**src/verilog/cssu_map.svh**
```systemverilog
// cssu_map.svh: offsets, field positions, reset values and timing figures of the
// clock source select and start-up block.
// assumes inclusion by bare name from the package and the design modules.
`ifndef CSSU_MAP_SVH
`define CSSU_MAP_SVH

// apb register byte offsets
`define CSSU_OFS_TRIM       8'h00
`define CSSU_OFS_PRESCALE   8'h04
`define CSSU_OFS_TIMER_CTRL 8'h08
`define CSSU_OFS_STATUS     8'h0c

// clock source select fuse codes
`define CSSU_SRC_EXTERNAL 4'h0
`define CSSU_SRC_RC       4'h2
`define CSSU_SRC_LOWFREQ  4'h3

// start-up time fuse codes
`define CSSU_SUT_NONE     2'h0
`define CSSU_SUT_SHORT    2'h1
`define CSSU_SUT_LONG     2'h2
`define CSSU_SUT_RESERVED 2'h3

// shipped fuse word: clock out off, div8 on, sut 10, rc source
`define CSSU_FUSE_SHIPPED 8'h62

// prescaler select reset values and largest legal code
`define CSSU_PRESC_DIV1  4'h0
`define CSSU_PRESC_DIV8  4'h3
`define CSSU_PRESC_MAX   4'h8

// timer control fields
`define CSSU_TCTRL_OSC_EN_BIT 0
`define CSSU_TCTRL_EXTERNAL_CLOCK_PIN_BIT 1

// status fields
`define CSSU_STAT_SRC_LSB      0
`define CSSU_STAT_SUT_LSB      4
`define CSSU_STAT_DIV8_BIT     6
`define CSSU_STAT_CLKOUT_BIT   7
`define CSSU_STAT_RUNNING_BIT  8
`define CSSU_STAT_TIMER_BIT    9
`define CSSU_STAT_SUT_BAD_BIT  10
`define CSSU_STAT_SRC_BAD_BIT  11

// oscillator models: 16-bit phase step per 100 ns clock
`define CSSU_RC_STEP_BASE   16'hcccd
`define CSSU_TRIM_MID_STEP  16'h0800
`define CSSU_LF_STEP        16'h0347
`define CSSU_TRIM_DEFAULT   8'h80

// start-up timing
`define CSSU_CLK_PERIOD_NS  100
`define CSSU_DELAY_SHORT_US 4000
`define CSSU_DELAY_LONG_US  65000
`define CSSU_RESET_CK       8'd14
`define CSSU_WAKE_CK        8'd6

`endif

```
**src/verilog/cssu_pkg.sv**
```systemverilog
// cssu_pkg: types of the clock source select and start-up block.
// assumes cssu_map.svh on the include path.
package cssu_pkg;
  `include "cssu_map.svh"

  // fuse bits as sampled from non-volatile configuration
  typedef struct packed {
    logic       clockOut;
    logic       divByEight;
    logic [1:0] startupTime;
    logic [3:0] sourceSelect;
  } cssu_fuse_type;

  typedef enum logic [2:0] {
    ST_HOLD  = 3'b000,
    ST_DELAY = 3'b001,
    ST_CK14  = 3'b010,
    ST_RUN   = 3'b011,
    ST_SLEEP = 3'b100,
    ST_WAKE  = 3'b101
  } cssu_state_type;
endpackage

```
**src/verilog/cssu_prescaler.sv**
```systemverilog
// cssu_prescaler: divides a stream of source ticks by a power of two.
// assumes srcTick is a one-cycle pulse on clk; divTick marks every n-th one.
`timescale 1ns/1ns
`include "cssu_map.svh"
module cssu_prescaler
  import cssu_pkg::*;
#(
  parameter int COUNT_WIDTH = 8
) (
  input  wire logic       clk,
  input  wire logic       srst,
  input  wire logic       ce,
  input  wire logic       srcTick,
  input  wire logic [3:0] divSel,
  output logic            divTick
);
  logic [COUNT_WIDTH-1:0] count;
  logic [COUNT_WIDTH-1:0] mask;

  // codes above the largest legal one divide by the largest factor
  function automatic logic [COUNT_WIDTH-1:0] divMask(input logic [3:0] sel);
    logic [3:0] s;
    s = (sel > `CSSU_PRESC_MAX) ? `CSSU_PRESC_MAX : sel;
    return COUNT_WIDTH'((9'h001 << s) - 9'h001);
  endfunction

  assign mask    = divMask(divSel);
  assign divTick = srcTick && ((count & mask) == mask);

  always_ff @(posedge clk) begin
    if (srst) begin
      count <= '0;
    end else if (ce && srcTick) begin
      count <= count + COUNT_WIDTH'(1);
    end
  end
endmodule

```
**src/verilog/cssu_clock_ctrl.sv**
```systemverilog
// cssu_clock_ctrl: clock source selection, oscillator trim, start-up delays,
// timer oscillator gating and clock output of a small microcontroller.
// assumes fuse and calibration inputs are static words on clk; pins are
// asynchronous and pass a two-flop synchroniser. chipReset is the device reset
// level from the same clock; srst only initialises this logic.
//
// How it works
// - rc oscillator runs 8.0MHz at mid trim
// - source code 0010 selects calibrated rc
// - every reset loads factory trim value
// - software trim writes retune the rc
// - reset time-out uses independent timebase
// - wake from power-down waits 6 CK
// - sut picks 14CK, +4ms or +65ms
// - shipped fuses: div8, rc 0010, sut 10
// - source code 0011 selects 128kHz oscillator
// - source code 0000 selects external clock pin
// - timer oscillator only with rc system clock
// - external_clock_pin bit takes external timer pin clock
// - clock-out fuse drives system clock on pin
// - clock output keeps running during reset
// - clock output shows the divided clock
// - clock output works with every source
// - div8 fuse divides system clock by eight
// - prescaler field resets 0011 or 0000
`timescale 1ns/1ns
`include "cssu_map.svh"
module cssu_clock_ctrl
  import cssu_pkg::*;
#(
  parameter int SHORT_DELAY_CYCLES = (`CSSU_DELAY_SHORT_US * 1000) / `CSSU_CLK_PERIOD_NS,
  parameter int LONG_DELAY_CYCLES  = (`CSSU_DELAY_LONG_US * 1000) / `CSSU_CLK_PERIOD_NS,
  parameter int DELAY_WIDTH        = 20
) (
  input  wire logic          clk,
  input  wire logic          srst,
  input  wire logic          ce,
  input  wire cssu_fuse_type fuseIn,
  input  wire logic [7:0]    factoryTrim,
  input  wire logic          chipReset,
  input  wire logic          sleepEnter,
  input  wire logic          wakeEvent,
  input  wire logic          externalClockPin,
  input  wire logic          timerOscInputPin,
  input  wire logic          psel,
  input  wire logic          penable,
  input  wire logic          pwrite,
  input  wire logic [7:0]    paddr,
  input  wire logic [31:0]   pwdata,
  output logic [31:0]        prdata,
  output logic               pready,
  output logic               pslverr,
  output logic               sysClkTick,
  output logic               coreResetOut,
  output logic [7:0]         oscillatorTrim,
  output logic               clockOutputPin,
  output logic               clockOutputEn,
  output logic               timerClockTick,
  output logic               timerOscOutputPin,
  output logic               timerOscOutputEn
);
  localparam logic [DELAY_WIDTH-1:0] SHORT_LOAD = DELAY_WIDTH'(SHORT_DELAY_CYCLES - 1);
  localparam logic [DELAY_WIDTH-1:0] LONG_LOAD  = DELAY_WIDTH'(LONG_DELAY_CYCLES - 1);

  cssu_fuse_type  fuse;
  cssu_state_type state;
  cssu_state_type next_state;
  logic [3:0]     prescalerSelect;
  logic           timerOscRequest;
  logic           timerExtClockEnable;
  logic [15:0]    rcPhase;
  logic [15:0]    lfPhase;
  logic [15:0]    rcStep;
  logic [16:0]    rcSum;
  logic [16:0]    lfSum;
  logic [1:0]     extSync;
  logic [1:0]     tmrSync;
  logic           extLast;
  logic           tmrLast;
  logic           srcTick;
  logic           divTick;
  logic           srcValid;
  logic           timerAllowed;
  logic           inReset;
  logic [DELAY_WIDTH-1:0] delayCount;
  logic [7:0]     ckCount;
  logic           mapped;
  logic           wrEn;
  logic [31:0]    readWord;
  logic [11:0]    statusWord;

  // one adder shape for both oscillator models; carry out is the tick
  function automatic logic [16:0] phaseStep(input logic [15:0] phase,
                                            input logic [15:0] step);
    return {1'b0, phase} + {1'b0, step};
  endfunction

  function automatic logic isMapped(input logic [7:0] addr);
    return addr == `CSSU_OFS_TRIM || addr == `CSSU_OFS_PRESCALE ||
           addr == `CSSU_OFS_TIMER_CTRL || addr == `CSSU_OFS_STATUS;
  endfunction

  assign inReset = srst || chipReset;

  // fuses are taken while reset is asserted and then held static
  always_ff @(posedge clk) begin
    if (inReset) begin
      fuse <= fuseIn;
    end
  end

  // pin synchronisers; only the second stage is looked at
  always_ff @(posedge clk) begin
    if (srst) begin
      extSync <= 2'b00;
      tmrSync <= 2'b00;
      extLast <= 1'b0;
      tmrLast <= 1'b0;
    end else if (ce) begin
      extSync <= {extSync[0], externalClockPin};
      tmrSync <= {tmrSync[0], timerOscInputPin};
      extLast <= extSync[1];
      tmrLast <= tmrSync[1];
    end
  end

  // rc step moves 16 per trim code around the mid point; mid trim gives 8.0MHz
  assign rcStep = `CSSU_RC_STEP_BASE + {4'h0, oscillatorTrim, 4'h0}
                  - `CSSU_TRIM_MID_STEP;
  assign rcSum  = phaseStep(rcPhase, rcStep);
  assign lfSum  = phaseStep(lfPhase, `CSSU_LF_STEP);

  // oscillators keep running through chip reset so the clock output can too
  always_ff @(posedge clk) begin
    if (srst) begin
      rcPhase <= '0;
      lfPhase <= '0;
    end else if (ce) begin
      rcPhase <= rcSum[15:0];
      lfPhase <= lfSum[15:0];
    end
  end

  // exactly one source feeds the system path; unknown codes feed none
  always_comb begin
    srcTick  = 1'b0;
    srcValid = 1'b1;
    case (fuse.sourceSelect)
      `CSSU_SRC_RC:       srcTick = rcSum[16];
      `CSSU_SRC_LOWFREQ:  srcTick = lfSum[16];
      `CSSU_SRC_EXTERNAL: srcTick = extSync[1] && !extLast;
      default:            srcValid = 1'b0;
    endcase
  end

  cssu_prescaler #(
    .COUNT_WIDTH (8)
  ) u_prescaler (
    .clk     (clk),
    .srst    (srst),
    .ce      (ce),
    .srcTick (srcTick),
    .divSel  (prescalerSelect),
    .divTick (divTick)
  );

  // start-up sequencer
  always_comb begin
    next_state = state;
    case (state)
      ST_HOLD: begin
        if (fuse.startupTime == `CSSU_SUT_SHORT || fuse.startupTime == `CSSU_SUT_LONG) begin
          next_state = ST_DELAY;
        end else begin
          next_state = ST_CK14;
        end
      end
      ST_DELAY: begin
        if (delayCount == '0) begin
          next_state = ST_CK14;
        end
      end
      ST_CK14: begin
        if (srcTick && ckCount == 8'd1) begin
          next_state = ST_RUN;
        end
      end
      ST_RUN: begin
        if (sleepEnter) begin
          next_state = ST_SLEEP;
        end
      end
      ST_SLEEP: begin
        if (wakeEvent) begin
          next_state = ST_WAKE;
        end
      end
      ST_WAKE: begin
        if (srcTick && ckCount == 8'd1) begin
          next_state = ST_RUN;
        end
      end
      default: next_state = ST_HOLD;
    endcase
  end

  always_ff @(posedge clk) begin
    if (inReset) begin
      state <= ST_HOLD;
    end else if (ce) begin
      state <= next_state;
    end
  end

  // millisecond delay counts the fixed clock, never the trimmed rc
  always_ff @(posedge clk) begin
    if (inReset) begin
      delayCount <= '0;
    end else if (ce) begin
      if (state == ST_HOLD) begin
        delayCount <= (fuse.startupTime == `CSSU_SUT_LONG) ? LONG_LOAD : SHORT_LOAD;
      end else if (state == ST_DELAY && delayCount != '0) begin
        delayCount <= delayCount - DELAY_WIDTH'(1);
      end
    end
  end

  // source cycle counts: 14 after reset, 6 after wake whatever the sut code
  always_ff @(posedge clk) begin
    if (inReset) begin
      ckCount <= `CSSU_RESET_CK;
    end else if (ce) begin
      if (state == ST_HOLD || state == ST_DELAY) begin
        ckCount <= `CSSU_RESET_CK;
      end else if (state == ST_SLEEP) begin
        ckCount <= `CSSU_WAKE_CK;
      end else if ((state == ST_CK14 || state == ST_WAKE) && srcTick) begin
        ckCount <= ckCount - 8'd1;
      end
    end
  end

  // the core stays in reset and unclocked until the sequencer reaches run
  always_ff @(posedge clk) begin
    if (srst) begin
      coreResetOut <= 1'b1;
      sysClkTick   <= 1'b0;
    end else if (ce) begin
      coreResetOut <= chipReset || (state != ST_RUN && state != ST_SLEEP &&
                                    state != ST_WAKE);
      sysClkTick   <= divTick && state == ST_RUN && !chipReset;
    end
  end

  // clock output: half a divided period per divided tick, also during chip reset
  always_ff @(posedge clk) begin
    if (srst) begin
      clockOutputPin <= 1'b0;
      clockOutputEn  <= 1'b0;
    end else if (ce) begin
      clockOutputEn <= fuse.clockOut;
      if (fuse.clockOut && divTick) begin
        clockOutputPin <= !clockOutputPin;
      end else if (!fuse.clockOut) begin
        clockOutputPin <= 1'b0;
      end
    end
  end

  // timer oscillator shares the crystal pins: usable only on the rc source
  assign timerAllowed = timerOscRequest && fuse.sourceSelect == `CSSU_SRC_RC;

  always_ff @(posedge clk) begin
    if (srst) begin
      timerClockTick    <= 1'b0;
      timerOscOutputPin <= 1'b0;
      timerOscOutputEn  <= 1'b0;
    end else if (ce) begin
      timerClockTick    <= timerAllowed && tmrSync[1] && !tmrLast;
      // crystal mode drives the inverting amplifier pin; external mode releases it
      timerOscOutputPin <= !tmrSync[1];
      timerOscOutputEn  <= timerAllowed && !timerExtClockEnable;
    end
  end

  // apb slave: zero wait states, registered read data
  assign mapped  = isMapped(paddr);
  assign pready  = ce;
  assign pslverr = psel && penable && !mapped;
  assign wrEn    = ce && psel && penable && pwrite && mapped;

  // trim reloads on every reset, software may retune afterwards
  always_ff @(posedge clk) begin
    if (inReset) begin
      oscillatorTrim <= factoryTrim;
    end else if (wrEn && paddr == `CSSU_OFS_TRIM) begin
      oscillatorTrim <= pwdata[7:0];
    end
  end

  // prescaler reset value follows the divide-by-eight fuse; any code writable
  always_ff @(posedge clk) begin
    if (inReset) begin
      prescalerSelect <= fuseIn.divByEight ? `CSSU_PRESC_DIV8 : `CSSU_PRESC_DIV1;
    end else if (wrEn && paddr == `CSSU_OFS_PRESCALE) begin
      prescalerSelect <= pwdata[3:0];
    end
  end

  always_ff @(posedge clk) begin
    if (inReset) begin
      timerOscRequest     <= 1'b0;
      timerExtClockEnable <= 1'b0;
    end else if (wrEn && paddr == `CSSU_OFS_TIMER_CTRL) begin
      timerOscRequest     <= pwdata[`CSSU_TCTRL_OSC_EN_BIT];
      timerExtClockEnable <= pwdata[`CSSU_TCTRL_EXTERNAL_CLOCK_PIN_BIT];
    end
  end

  // reserved sut is only flagged; the block then behaves as for code 00
  always_comb begin
    statusWord = '0;
    statusWord[`CSSU_STAT_SRC_LSB +: 4] = fuse.sourceSelect;
    statusWord[`CSSU_STAT_SUT_LSB +: 2] = fuse.startupTime;
    statusWord[`CSSU_STAT_DIV8_BIT]     = fuse.divByEight;
    statusWord[`CSSU_STAT_CLKOUT_BIT]   = fuse.clockOut;
    statusWord[`CSSU_STAT_RUNNING_BIT]  = state == ST_RUN;
    statusWord[`CSSU_STAT_TIMER_BIT]    = timerAllowed;
    statusWord[`CSSU_STAT_SUT_BAD_BIT]  = fuse.startupTime == `CSSU_SUT_RESERVED;
    statusWord[`CSSU_STAT_SRC_BAD_BIT]  = !srcValid;
  end

  always_comb begin
    readWord = '0;
    case (paddr)
      `CSSU_OFS_TRIM:       readWord = {24'h000000, oscillatorTrim};
      `CSSU_OFS_PRESCALE:   readWord = {28'h0000000, prescalerSelect};
      `CSSU_OFS_TIMER_CTRL: readWord = {30'h00000000, timerExtClockEnable, timerOscRequest};
      `CSSU_OFS_STATUS:     readWord = {20'h00000, statusWord};
      default:              readWord = '0;
    endcase
  end

  // captured in the setup cycle so the access cycle sees a flop
  always_ff @(posedge clk) begin
    if (srst) begin
      prdata <= '0;
    end else if (ce && psel && !penable && !pwrite) begin
      prdata <= readWord;
    end
  end
endmodule

```
**config.mk**
```make
export PLATFORM = sky130hd
export DESIGN_NAME = cssu_clock_ctrl
export DESIGN_NICKNAME = d
export VERILOG_FILES = /design/src/verilog/cssu_pkg.sv /design/src/verilog/cssu_prescaler.sv /design/src/verilog/cssu_clock_ctrl.sv
export VERILOG_INCLUDE_DIRS = /design/src /design/src/verilog
export SDC_FILE = /design/constraint.sdc
export NUM_CORES = 1
export LEC_CHECK = 0
export BUFFER_PORTS_ARGS = -buffer_cell sky130_fd_sc_hd__buf_2
export CELL_PAD_IN_SITES_DETAIL_PLACEMENT = 1
export CELL_PAD_IN_SITES_GLOBAL_PLACEMENT = 2
export CORE_MARGIN = 2
export CORE_UTILIZATION = 30
export DETAILED_ROUTE_END_ITERATION = 10
export MAX_ROUTING_LAYER = met4
export PLACE_DENSITY_LB_ADDON = 0.08
export SETUP_SLACK_MARGIN = 0.3
export SLEW_MARGIN = 30
export SYNTH_ARGS = -nofsm -noshare
export SYNTH_HDL_FRONTEND = slang
export SYNTH_SLANG_ARGS = --single-unit
```
**constraint.sdc**
```tcl
create_clock -name clk -period 2.7 [get_ports clk]
set_clock_uncertainty 0.2 [all_clocks]
set_input_delay 0.27 -clock clk [delete_from_list [all_inputs] [get_ports clk]]
set_output_delay 0.27 -clock clk [all_outputs]
set_load 0.02 [all_outputs]
```
# Word-level counts from Yosys, hierarchy flattened

Cells that the tools add are included.
W data, S select, Z words.

Add/sub/neg operators: 8
Multipliers: 0
Div/mod/pow operators: 0
Order comparisons: 1
Equality and inequality tests: 23
Shift-type cells: 1
Multiplexer cells: 23
Bitwise operators: 1
Reductions and logical operators: 59

Operators by type and width:

| operator                 | count |
|---|---|
| $mux W20                 | 3 |
| $pmux W12 S4             | 1 |
| $mux W8                  | 5 |
| $logic_and A1 B1 Y1      | 26 |
| $logic_not A20 Y1        | 1 |
| $reduce_bool A20 Y1      | 1 |
| $sub A20 B1 Y20 const B  | 1 |
| $add A16 B10 Y17 const B | 1 |
| $add A16 B16 Y17         | 1 |
| $add A15 B13 Y16 const A | 1 |
| $eq A8 B4 Y1 const B     | 2 |
| $sub A16 B12 Y16 const B | 1 |
| $sub A8 B1 Y8 const B    | 2 |
| $pmux W3 S5              | 1 |
| $mux W3                  | 4 |
| $mux W4                  | 3 |
| $logic_not A1 Y1         | 10 |
| $add A8 B1 Y8 const B    | 1 |
| $and A8 B8 Y8            | 1 |
| $eq A4 B2 Y1 const B     | 2 |
| $eq A8 B1 Y1 const B     | 1 |
| $eq A8 B3 Y1 const B     | 1 |
| $eq A8 B8 Y1             | 1 |
| $logic_not A8 Y1         | 1 |
| other kinds (23)         | 44 |

Register bits: 138
Bits in latches: 0
RAM bits: 0
ROM bits: 0
Input bits: 67
Output and inout bits: 49
Word-level logic and storage cells: 142
Memories: 0

# Longest topological paths before layout

Gate-level depths: netlist of run 1.

Word-level depth: 10
Mapped depth: 12
Depth with buffers taken out: 11

# Hierarchy

From an unflattened synthesis of run 1, not the netlist that was laid out.

Cells, all modules: 723
Area, all modules: 6,293.5 sq um

By module, submodules not included:

| module          | times used | cells each | area an instance (sq um) | sequential area each (sq um) |
|---|---|---|---|---|
| cssu_clock_ctrl | 1          | 664        | 5,804.3                  | 2,402.3 |
| cssu_prescaler  | 1          | 59         | 489.2                    | 160.2 |

# Least setup slack after synthesis of run 1

No wires, ideal clock.

Path kind: reg2reg
Start: register oscillatorTrim[2]
End: register ckCount[7]
Setup time: 122 ps
Data arrival time: 2,611 ps
Data required time: 2,378 ps
Slack: -233 ps
Cell stages (with the launch flop): 13
Buffers on the path: 1
Clock period less this slack: 2,933 ps
Cells stage by stage: edfxtp_1 > inv_1 > nand2_1 > a31oi_1 > xnor2_1 > ha_1 > a21o_1 > a31o_2 > a31o_2 > a31o_1 > buf_2 > and4_1 > a221o_1

Longest elaborated chain between the ends: 7

RTL lines:

| element                             | RTL line               | text |
|---|---|---|
| start: declaration                  | cssu_clock_ctrl.sv:55  | `output logic [7:0] oscillatorTrim,` |
| start signal: assignment            | cssu_clock_ctrl.sv:295 | `oscillatorTrim <= factoryTrim;` |
| start signal: assignment            | cssu_clock_ctrl.sv:297 | `oscillatorTrim <= pwdata[7:0];` |
| $add A15 B13 Y16 (no source line)   | --                     |  |
| $sub A16 B12 Y16 (no source line)   | --                     |  |
| $add A16 B16 Y17                    | cssu_clock_ctrl.sv:95  | `return {1'b0, phase} + {1'b0, step};` |
| $pmux W1 S3                         | cssu_clock_ctrl.sv:148 | `case (fuse.sourceSelect)` |
| $logic_and A1 B1 Y1                 | cssu_clock_ctrl.sv:237 | `end else if ((state == ST_CK14 \|\| state == ST_WAKE) && srcTick) begin` |
| $reduce_bool A3 Y1 (no source line) | --                     |  |
| $reduce_and A2 Y1 (no source line)  | --                     |  |
| end signal: assignment              | cssu_clock_ctrl.sv:234 | `` ckCount <= `CSSU_RESET_CK; `` |
| end signal: assignment              | cssu_clock_ctrl.sv:236 | `` ckCount <= `CSSU_WAKE_CK; `` |
| end signal: assignment              | cssu_clock_ctrl.sv:238 | `ckCount <= ckCount - 8'd1;` |
| end: declaration                    | cssu_clock_ctrl.sv:86  | `logic [7:0] ckCount;` |

Every way passes these cells.
A chain may end at the register's enable or synchronous reset.

# Final worst setup path of run 1

Same ends and word-level chain as after synthesis.

==> results of run 1 <==
==> power by group through the flow <==
stage               clock, W  combinational, W  sequential, W
CTS                  0.00246           0.00182        0.00207
detailed placement         0           0.00156        0.00210
global placement           0           0.00151        0.00210
finish               0.00240           0.00203        0.00208
global route         0.00253           0.00222        0.00210
floorplan                  0           0.00102        0.00208
==> through the flow <==
step                setup slack [ps]  instance area (um2)  setup TNS [ps]  hold slack [ps]  total power (W)
CTS                             -117                 8600           -1220             15.9          0.00635
finish                          -128                 8930            -747             26.7          0.00651
detailed placement              -198                 7440           -2410              251          0.00366
global route                    -209                 8930           -2930             29.6          0.00684
global placement                -155                 7440           -1360              243          0.00361
floorplan                       -151                 6570            -573              169          0.00311
==> sequential cells by signal, indices dropped and copies added (netlist names), 2 cells and up <==
| register | cells |
|---|---|
| prdata | 12 |
| ckCount | 8 |
| lfPhase | 16 |
| delayCount | 20 |
| oscillatorTrim | 8 |
| tmrSync | 2 |
| state | 3 |
| fuse | 8 |
| prescalerSelect | 4 |
| u_prescaler.count | 8 |
| extSync | 2 |
| rcPhase | 16 |
==> per-layer routing <==
layer	GRT usage	vias to the layer above	part of all wire
li1	-	2986	-
met1	0.258	3000	0.48
met2	0.325	83	0.48
met3	0.0317	28	0.019
met4	0.0689	0	0.018
met5	-	-	0
==> final timing paths <==
kind,start,endpoint,slack (ps),cells after the start
worst min register to register,prdata[9],prdata[9],260,2
worst max register to register,oscillatorTrim[2],ckCount[7],-130,11
worst min-delay path,pwdata[3],prescalerSelect[3],30,2
worst max-delay path,oscillatorTrim[2],ckCount[7],-130,11
==> area by class of cell <==
| class | instances | area (um2) | area share |
|---|---|---|---|
| Clock buffer | 21 | 503 | 0.0563 |
| Clock inverter | 11 | 116 | 0.0130 |
| Inverter | 18 | 67.6 | 0.00757 |
| Multi-Input combinational cell | 575 | 4030 | 0.451 |
| Sequential cell | 118 | 2560 | 0.287 |
| Tap cell | 275 | 344 | 0.0385 |
| Timing Repair Buffer | 179 | 1310 | 0.146 |
==> Yosys cell counts (11+ instances only) <==
cell / instances / area [um2]
edfxtp_1: 20 / 601
nor3_1: 23 / 115
clkbuf_1: 27 / 101
nand4_1: 11 / 68.8
dfxtp_1: 98 / 1960
buf_4: 21 / 158
ha_1: 20 / 250
o21ai_0: 38 / 190
or3_1: 14 / 87.6
xnor2_1: 30 / 263
nand3_1: 14 / 70.1
xor2_1: 14 / 123
inv_1: 18 / 67.6
nor2_1: 91 / 342
a21oi_1: 59 / 295
nand2_1: 78 / 293
mux2i_1: 19 / 190
==> timing repair <==
action                                 in CTS  in global routing
pin swaps                                  23                 34
buffers inserted                           12                  8
cloned                                      1                  1
resized for setup                          37                 49
setup endpoints to repair                  42                 38
endpoints found under the hold margin      23                  0
hold buffers                               25                  0
==> logic make-up (layout without fill, tap and decap cells) <==
logic type / count (synthesis) / in the layout / share of synthesized area
simple gates: 291 / 291 / 0.222
xor+xnor: 44 / 44 / 0.0602
mux: 23 / 23 / 0.0403
fa+ha+maj: 20 / 20 / 0.0391
other cells: 1 / 20 / 0.000586
flops: 118 / 118 / 0.400
compound gates: 175 / 177 / 0.180
buf+inv: 76 / 229 / 0.0577
==> qor.yml, run 1 <==
switching_power_w: 0.00207
ys_seq_area_frac: 0.400
ys_ff_latch: 118
antennaDiodeCount: 0
synth_area_per_cell_um2: 8.56
synth_cells: 748
hpwl_um: 15300
h-tree-depth: 4
boundaryPins: 116
status: "finished with violations"
cts_tree: "done"
critPathMaxStageDelay_ps: 400
cp.arrival_ps: 2930
path_cells: "inv_2 -> nand2_2 -> a31oi_4 -> xnor2_2 -> ha_1 -> a21o_1 -> a31o_4 -> a31o_4 -> a31o_4 -> and4_1 -> a221o_1"
ant_nets: 0
leakagePower_nw: 3.65
post-route-util: 0.426
nets: 996
worstSetupPathType: "reg2reg"
dr_total_vias: 6097
final_cells: 1197
sequentialPowerShare: 0.319
dieHeight_um: 150
grt_pass1_wl_um: 34100
grt.overflow.total: 0
critical_path_required_ps: 2800
slowest_stage: "edfxtp_1"
dpl.cell_count: 1118
root_buffer: "clkbuf_16"
layout_common_cells: "dfxtp_1 (98), nor2_1 (89), nand2_1 (75)"
routedWlPerCell_um: 18.2
ys.flop_type: "dfxtp_1"
drt_iter0_markers: 207
setup_viol: 15
cp_top_family: "compound AO/OA/AOI/OAI gates"
vias_per_cell: 5.09
antenna_found_initial: 0
gp_congestion: 0.813
grt_pass1_vias: 6321
final.setup.worst_slack_ps: -128
hold_path_class: "in2reg"
initial_utilization: 0.305
drc: 0
path_clk_slew_ps: 60
rsz0062_at_grt: "true"
fin_crit_ps: 2830
synthArstFlopShare: 0
fp.dieW_um: 150
grt_max_degree: 66
final_common_cell: "dfxtp_1"
p_comb_frac: 0.312
ir_worst_vdd_mv: 0.340
clkLatencyLatePin_ps: 430
finalCritPeriodShare: 1.05
worstSetupEndpointType: "flip-flop"
syn2layout_area_growth_pct: 39.5
cap_violations: 0
grt_use_total: 0.202
drive_gt1_frac: 0.291
max_freq_ghz: 0.354
internal_power_w: 0.00445
yosys_warnings: 0
slew_headroom: 0.462
core_um2: 21000
synth-edff-count: 20
fillers: 2457
slew_violations: 0
dr.pass1.iters: 4
clockPowerShare: 0.369
yosys.cell_types.count: 70
critPathMaxFanout: 5
cp_num_buf_inv: 1
critPathLaunchType: "flip-flop"
hold_viol_final: 0
wl_um: 21700
crit_top_cell: "a31o_4"
violations: "setup timing"
worst_pin_slew_ps: 806
syn-cell-area_um2: 6400
switching_share: 0.317
cts_sinks: 118
clockBufferDepth: 2
fp-row-count: 53
cts_buffers: 17
io_buffers: 71
design.die.area_um2: 22500
power.density_nw_per_um2: 729
No activity file was read; power rests on OpenSTA's default activity.
==> inputs of run 2 (changes only) <==
--- a/config.mk
+++ b/config.mk
@@ -18,4 +18,5 @@
 export SLEW_MARGIN = 30
 export SYNTH_ARGS = -nofsm -noshare
 export SYNTH_HDL_FRONTEND = slang
+export SYNTH_HIERARCHICAL = 1
 export SYNTH_SLANG_ARGS = --single-unit
==> run 2 against run 1 <==
The flow still finishes with violations (setup timing). Critical path type unchanged. Register-to-register slack lost 330 ps. Non-clock buffer count grew 34. Die area shrank 1.6%. Highest routed layer unchanged. Hold slack lost 6.8 ps. Critical endpoint is now rcPhase[15]. Worst setup slack lost 330 ps. Sequential share of layout area shrank 0.80 points. Utilization grew 2.4 points. Sequential cell count is the same.
==> qor.yml, run 2 <==
status: "finished with violations"
worstSetupEndpointType: "flip-flop"
worst_pin_slew_ps: 1060
dieHeight_um: 149
clkLatencyLatePin_ps: 420
syn-cell-area_um2: 6290
violations: "setup timing"
grt_pass1_vias: 6425
synth_top_cell_area_share: 0.312
ant_nets: 0
yosysTopAreaCell: "dfxtp_1"
h-tree-depth: 4
ys_seq_area_frac: 0.407
core_um2: 20400
gp_congestion: 0.810
vias_per_cell: 5.07
ys_ff_latch: 118
io_buffers: 71
synth.most_common_cell: "nor2_1"
antenna_found_initial: 0
slew_headroom: 0.288
wl_um: 21900
fp-row-count: 52
final_common_cell: "nor2_1"
dr_total_vias: 6112
routedWlPerCell_um: 18.2
grt_use_total: 0.205
synth_cells: 723
grt_pass1_wl_um: 34300
hpwl_um: 15100
hold_path_class: "in2reg"
initial_utilization: 0.308
largest_register_ffs: 20
ir_worst_vdd_mv: 0.366
dr.pass1.iters: 6
synthArstFlopShare: 0
max_freq_ghz: 0.316
finalCritPeriodShare: 1.17
root_buffer: "clkbuf_16"
design.die.area_um2: 22200
top_register: "delayCount"
drc: 0
cts_tree: "done"
fp.dieW_um: 149
drive_gt1_frac: 0.348
grt_max_degree: 39
netlist_top_cells_count: "nor2_1 (101), dfxtp_1 (98), nand2_1 (59), a21oi_1 (40), o21ai_0 (33)"
ys.flop_type: "dfxtp_1"
final.setup.worst_slack_ps: -461
boundaryPins: 116
rsz0062_at_grt: "true"
cts_sinks: 118
drt_iter0_markers: 237
nets: 1010
hold_viol_final: 0
dpl_worst_slack_ps: -414
cap_violations: 0
cts_buffers: 17
grt.overflow.total: 0
synth_area_per_cell_um2: 8.70
setup_viol: 24
netlist_top_cells_area: "dfxtp_1 (31%), edfxtp_1 (9.5%), nor2_1 (6.0%), ha_1 (4.0%), nand2_1 (3.5%)"
clockBufferDepth: 2
path_clk_slew_ps: 60
layout_common_cells: "nor2_1 (97), dfxtp_1 (96), buf_4 (80)"
critPathMaxFanout: 3
critPathLaunchType: "flip-flop"
yosys.cell_types.count: 71
holdWs_ps: 19.9
antennaDiodeCount: 0
fin_crit_ps: 3160
reg_top3: "delayCount (20), lfPhase (16), rcPhase (16)"
leakagePower_nw: 3.88
yosys_warnings: 6
synth-edff-count: 20
critical_path_required_ps: 2800
worstSetupPathType: "reg2reg"
power.density_nw_per_um2: 672
syn2layout_area_growth_pct: 46.3
cp.arrival_ps: 3260
slew_violations: 0
## run 2: cell types whose count changed after synthesis, sizes merged, moves of 4 or more
cell	change
a21oi	-19
nand2	-19
nor2	+10
xor2	+10
xnor2	-9
inv	+6
a211oi	+5
clkbuf	-5
nand3	-5
or3	-5
a31o	-4
nor3	-4
## run 2: cell type report
class / instances / area (um2)
fillers: 2393 / 11200
multi-input cells: 548 / 4020
flip-flops and latches: 118 / 2570
repair buffers: 213 / 1630
clock buffers: 20 / 457
well taps: 270 / 338
clock inverters: 12 / 101
inverters: 25 / 96.3
## run 2: metrics by stage
| step | total power [W] | cells | TNS (ps) | instance area, um2 | util |
|---|---|---|---|---|---|
| floorplan | 0.00298 | 742 | -2550 | 6460 | - |
| global placement | 0.00347 | 1098 | -4160 | 7370 | 0.361 |
| detailed placement | 0.00351 | 1098 | -6190 | 7370 | 0.361 |
| CTS | 0.00595 | 1186 | -7080 | 8680 | 0.425 |
| global route | 0.00650 | 1206 | -11430 | 9210 | 0.451 |
| finish | 0.00619 | 1206 | -8450 | 9210 | 0.451 |
## run 2: logic make-up (layout without fill, tap and decap cells)
kind of cell | count (synthesis) | count (layout) | share of synthesized area
other | 1 | 20 | 0.000596
DFF | 118 | 118 | 0.407
buffers and inverters | 77 | 270 | 0.0590
muxes | 23 | 23 | 0.0408
AOI/OAI and AO/OA | 163 | 164 | 0.172
and+or+nand+nor | 276 | 276 | 0.218
xor gates and xnor gates | 45 | 45 | 0.0626
adders and majority gates | 20 | 20 | 0.0398
## run 2: worst max-delay path: stages, from the launching register on
cell and delay, ps:
edfxtp_1 410, inv_2 130, nand2_4 70, a31oi_4 200
xnor2_2 100, ha_1 320, a21o_1 200, buf_4 130
buf_6 110, buf_6 100, buf_6 110, a21oi_4 120
inv_1 60, a41o_1 240, a211oi_2 220, mux2_4 310
## run 2: repair_timing
item,4_1_cts,5_1_grt
buffers inserted,29,20
setup endpoints to repair,47,49
hold buffers,25,0
hold endpoints to repair,21,0
pin swaps,48,51
gates resized for setup,64,77
gates cloned,2,0
## run 2: path summary, 6_finish.rpt
kind | from | to | slack [ps] | cells past startpoint
max | oscillatorTrim[2] | rcPhase[15] | -460 | 15
min | srst | timerExtClockEnable | 20 | 4
max reg2reg | oscillatorTrim[2] | rcPhase[15] | -460 | 15
min reg2reg | timerOscOutputPin | timerOscOutputPin | 280 | 2
## run 2: power by group
group	leakage [nW]	switching [W]	internal, W
Combinational	2.60	0.000968	0.000964
Clock	0.269	0.000879	0.00131
Sequential	1.01	0.000142	0.00193
## run 2: per-layer routing
metal,part of all wire,wire length [um],GRT usage,vias up
met5,0,0,-,-
met4,0.028,610,0.0790,0
met3,0.024,532,0.0352,37
met2,0.50,11000,0.350,99
met1,0.44,9760,0.242,3018
li1,-,-,-,2958
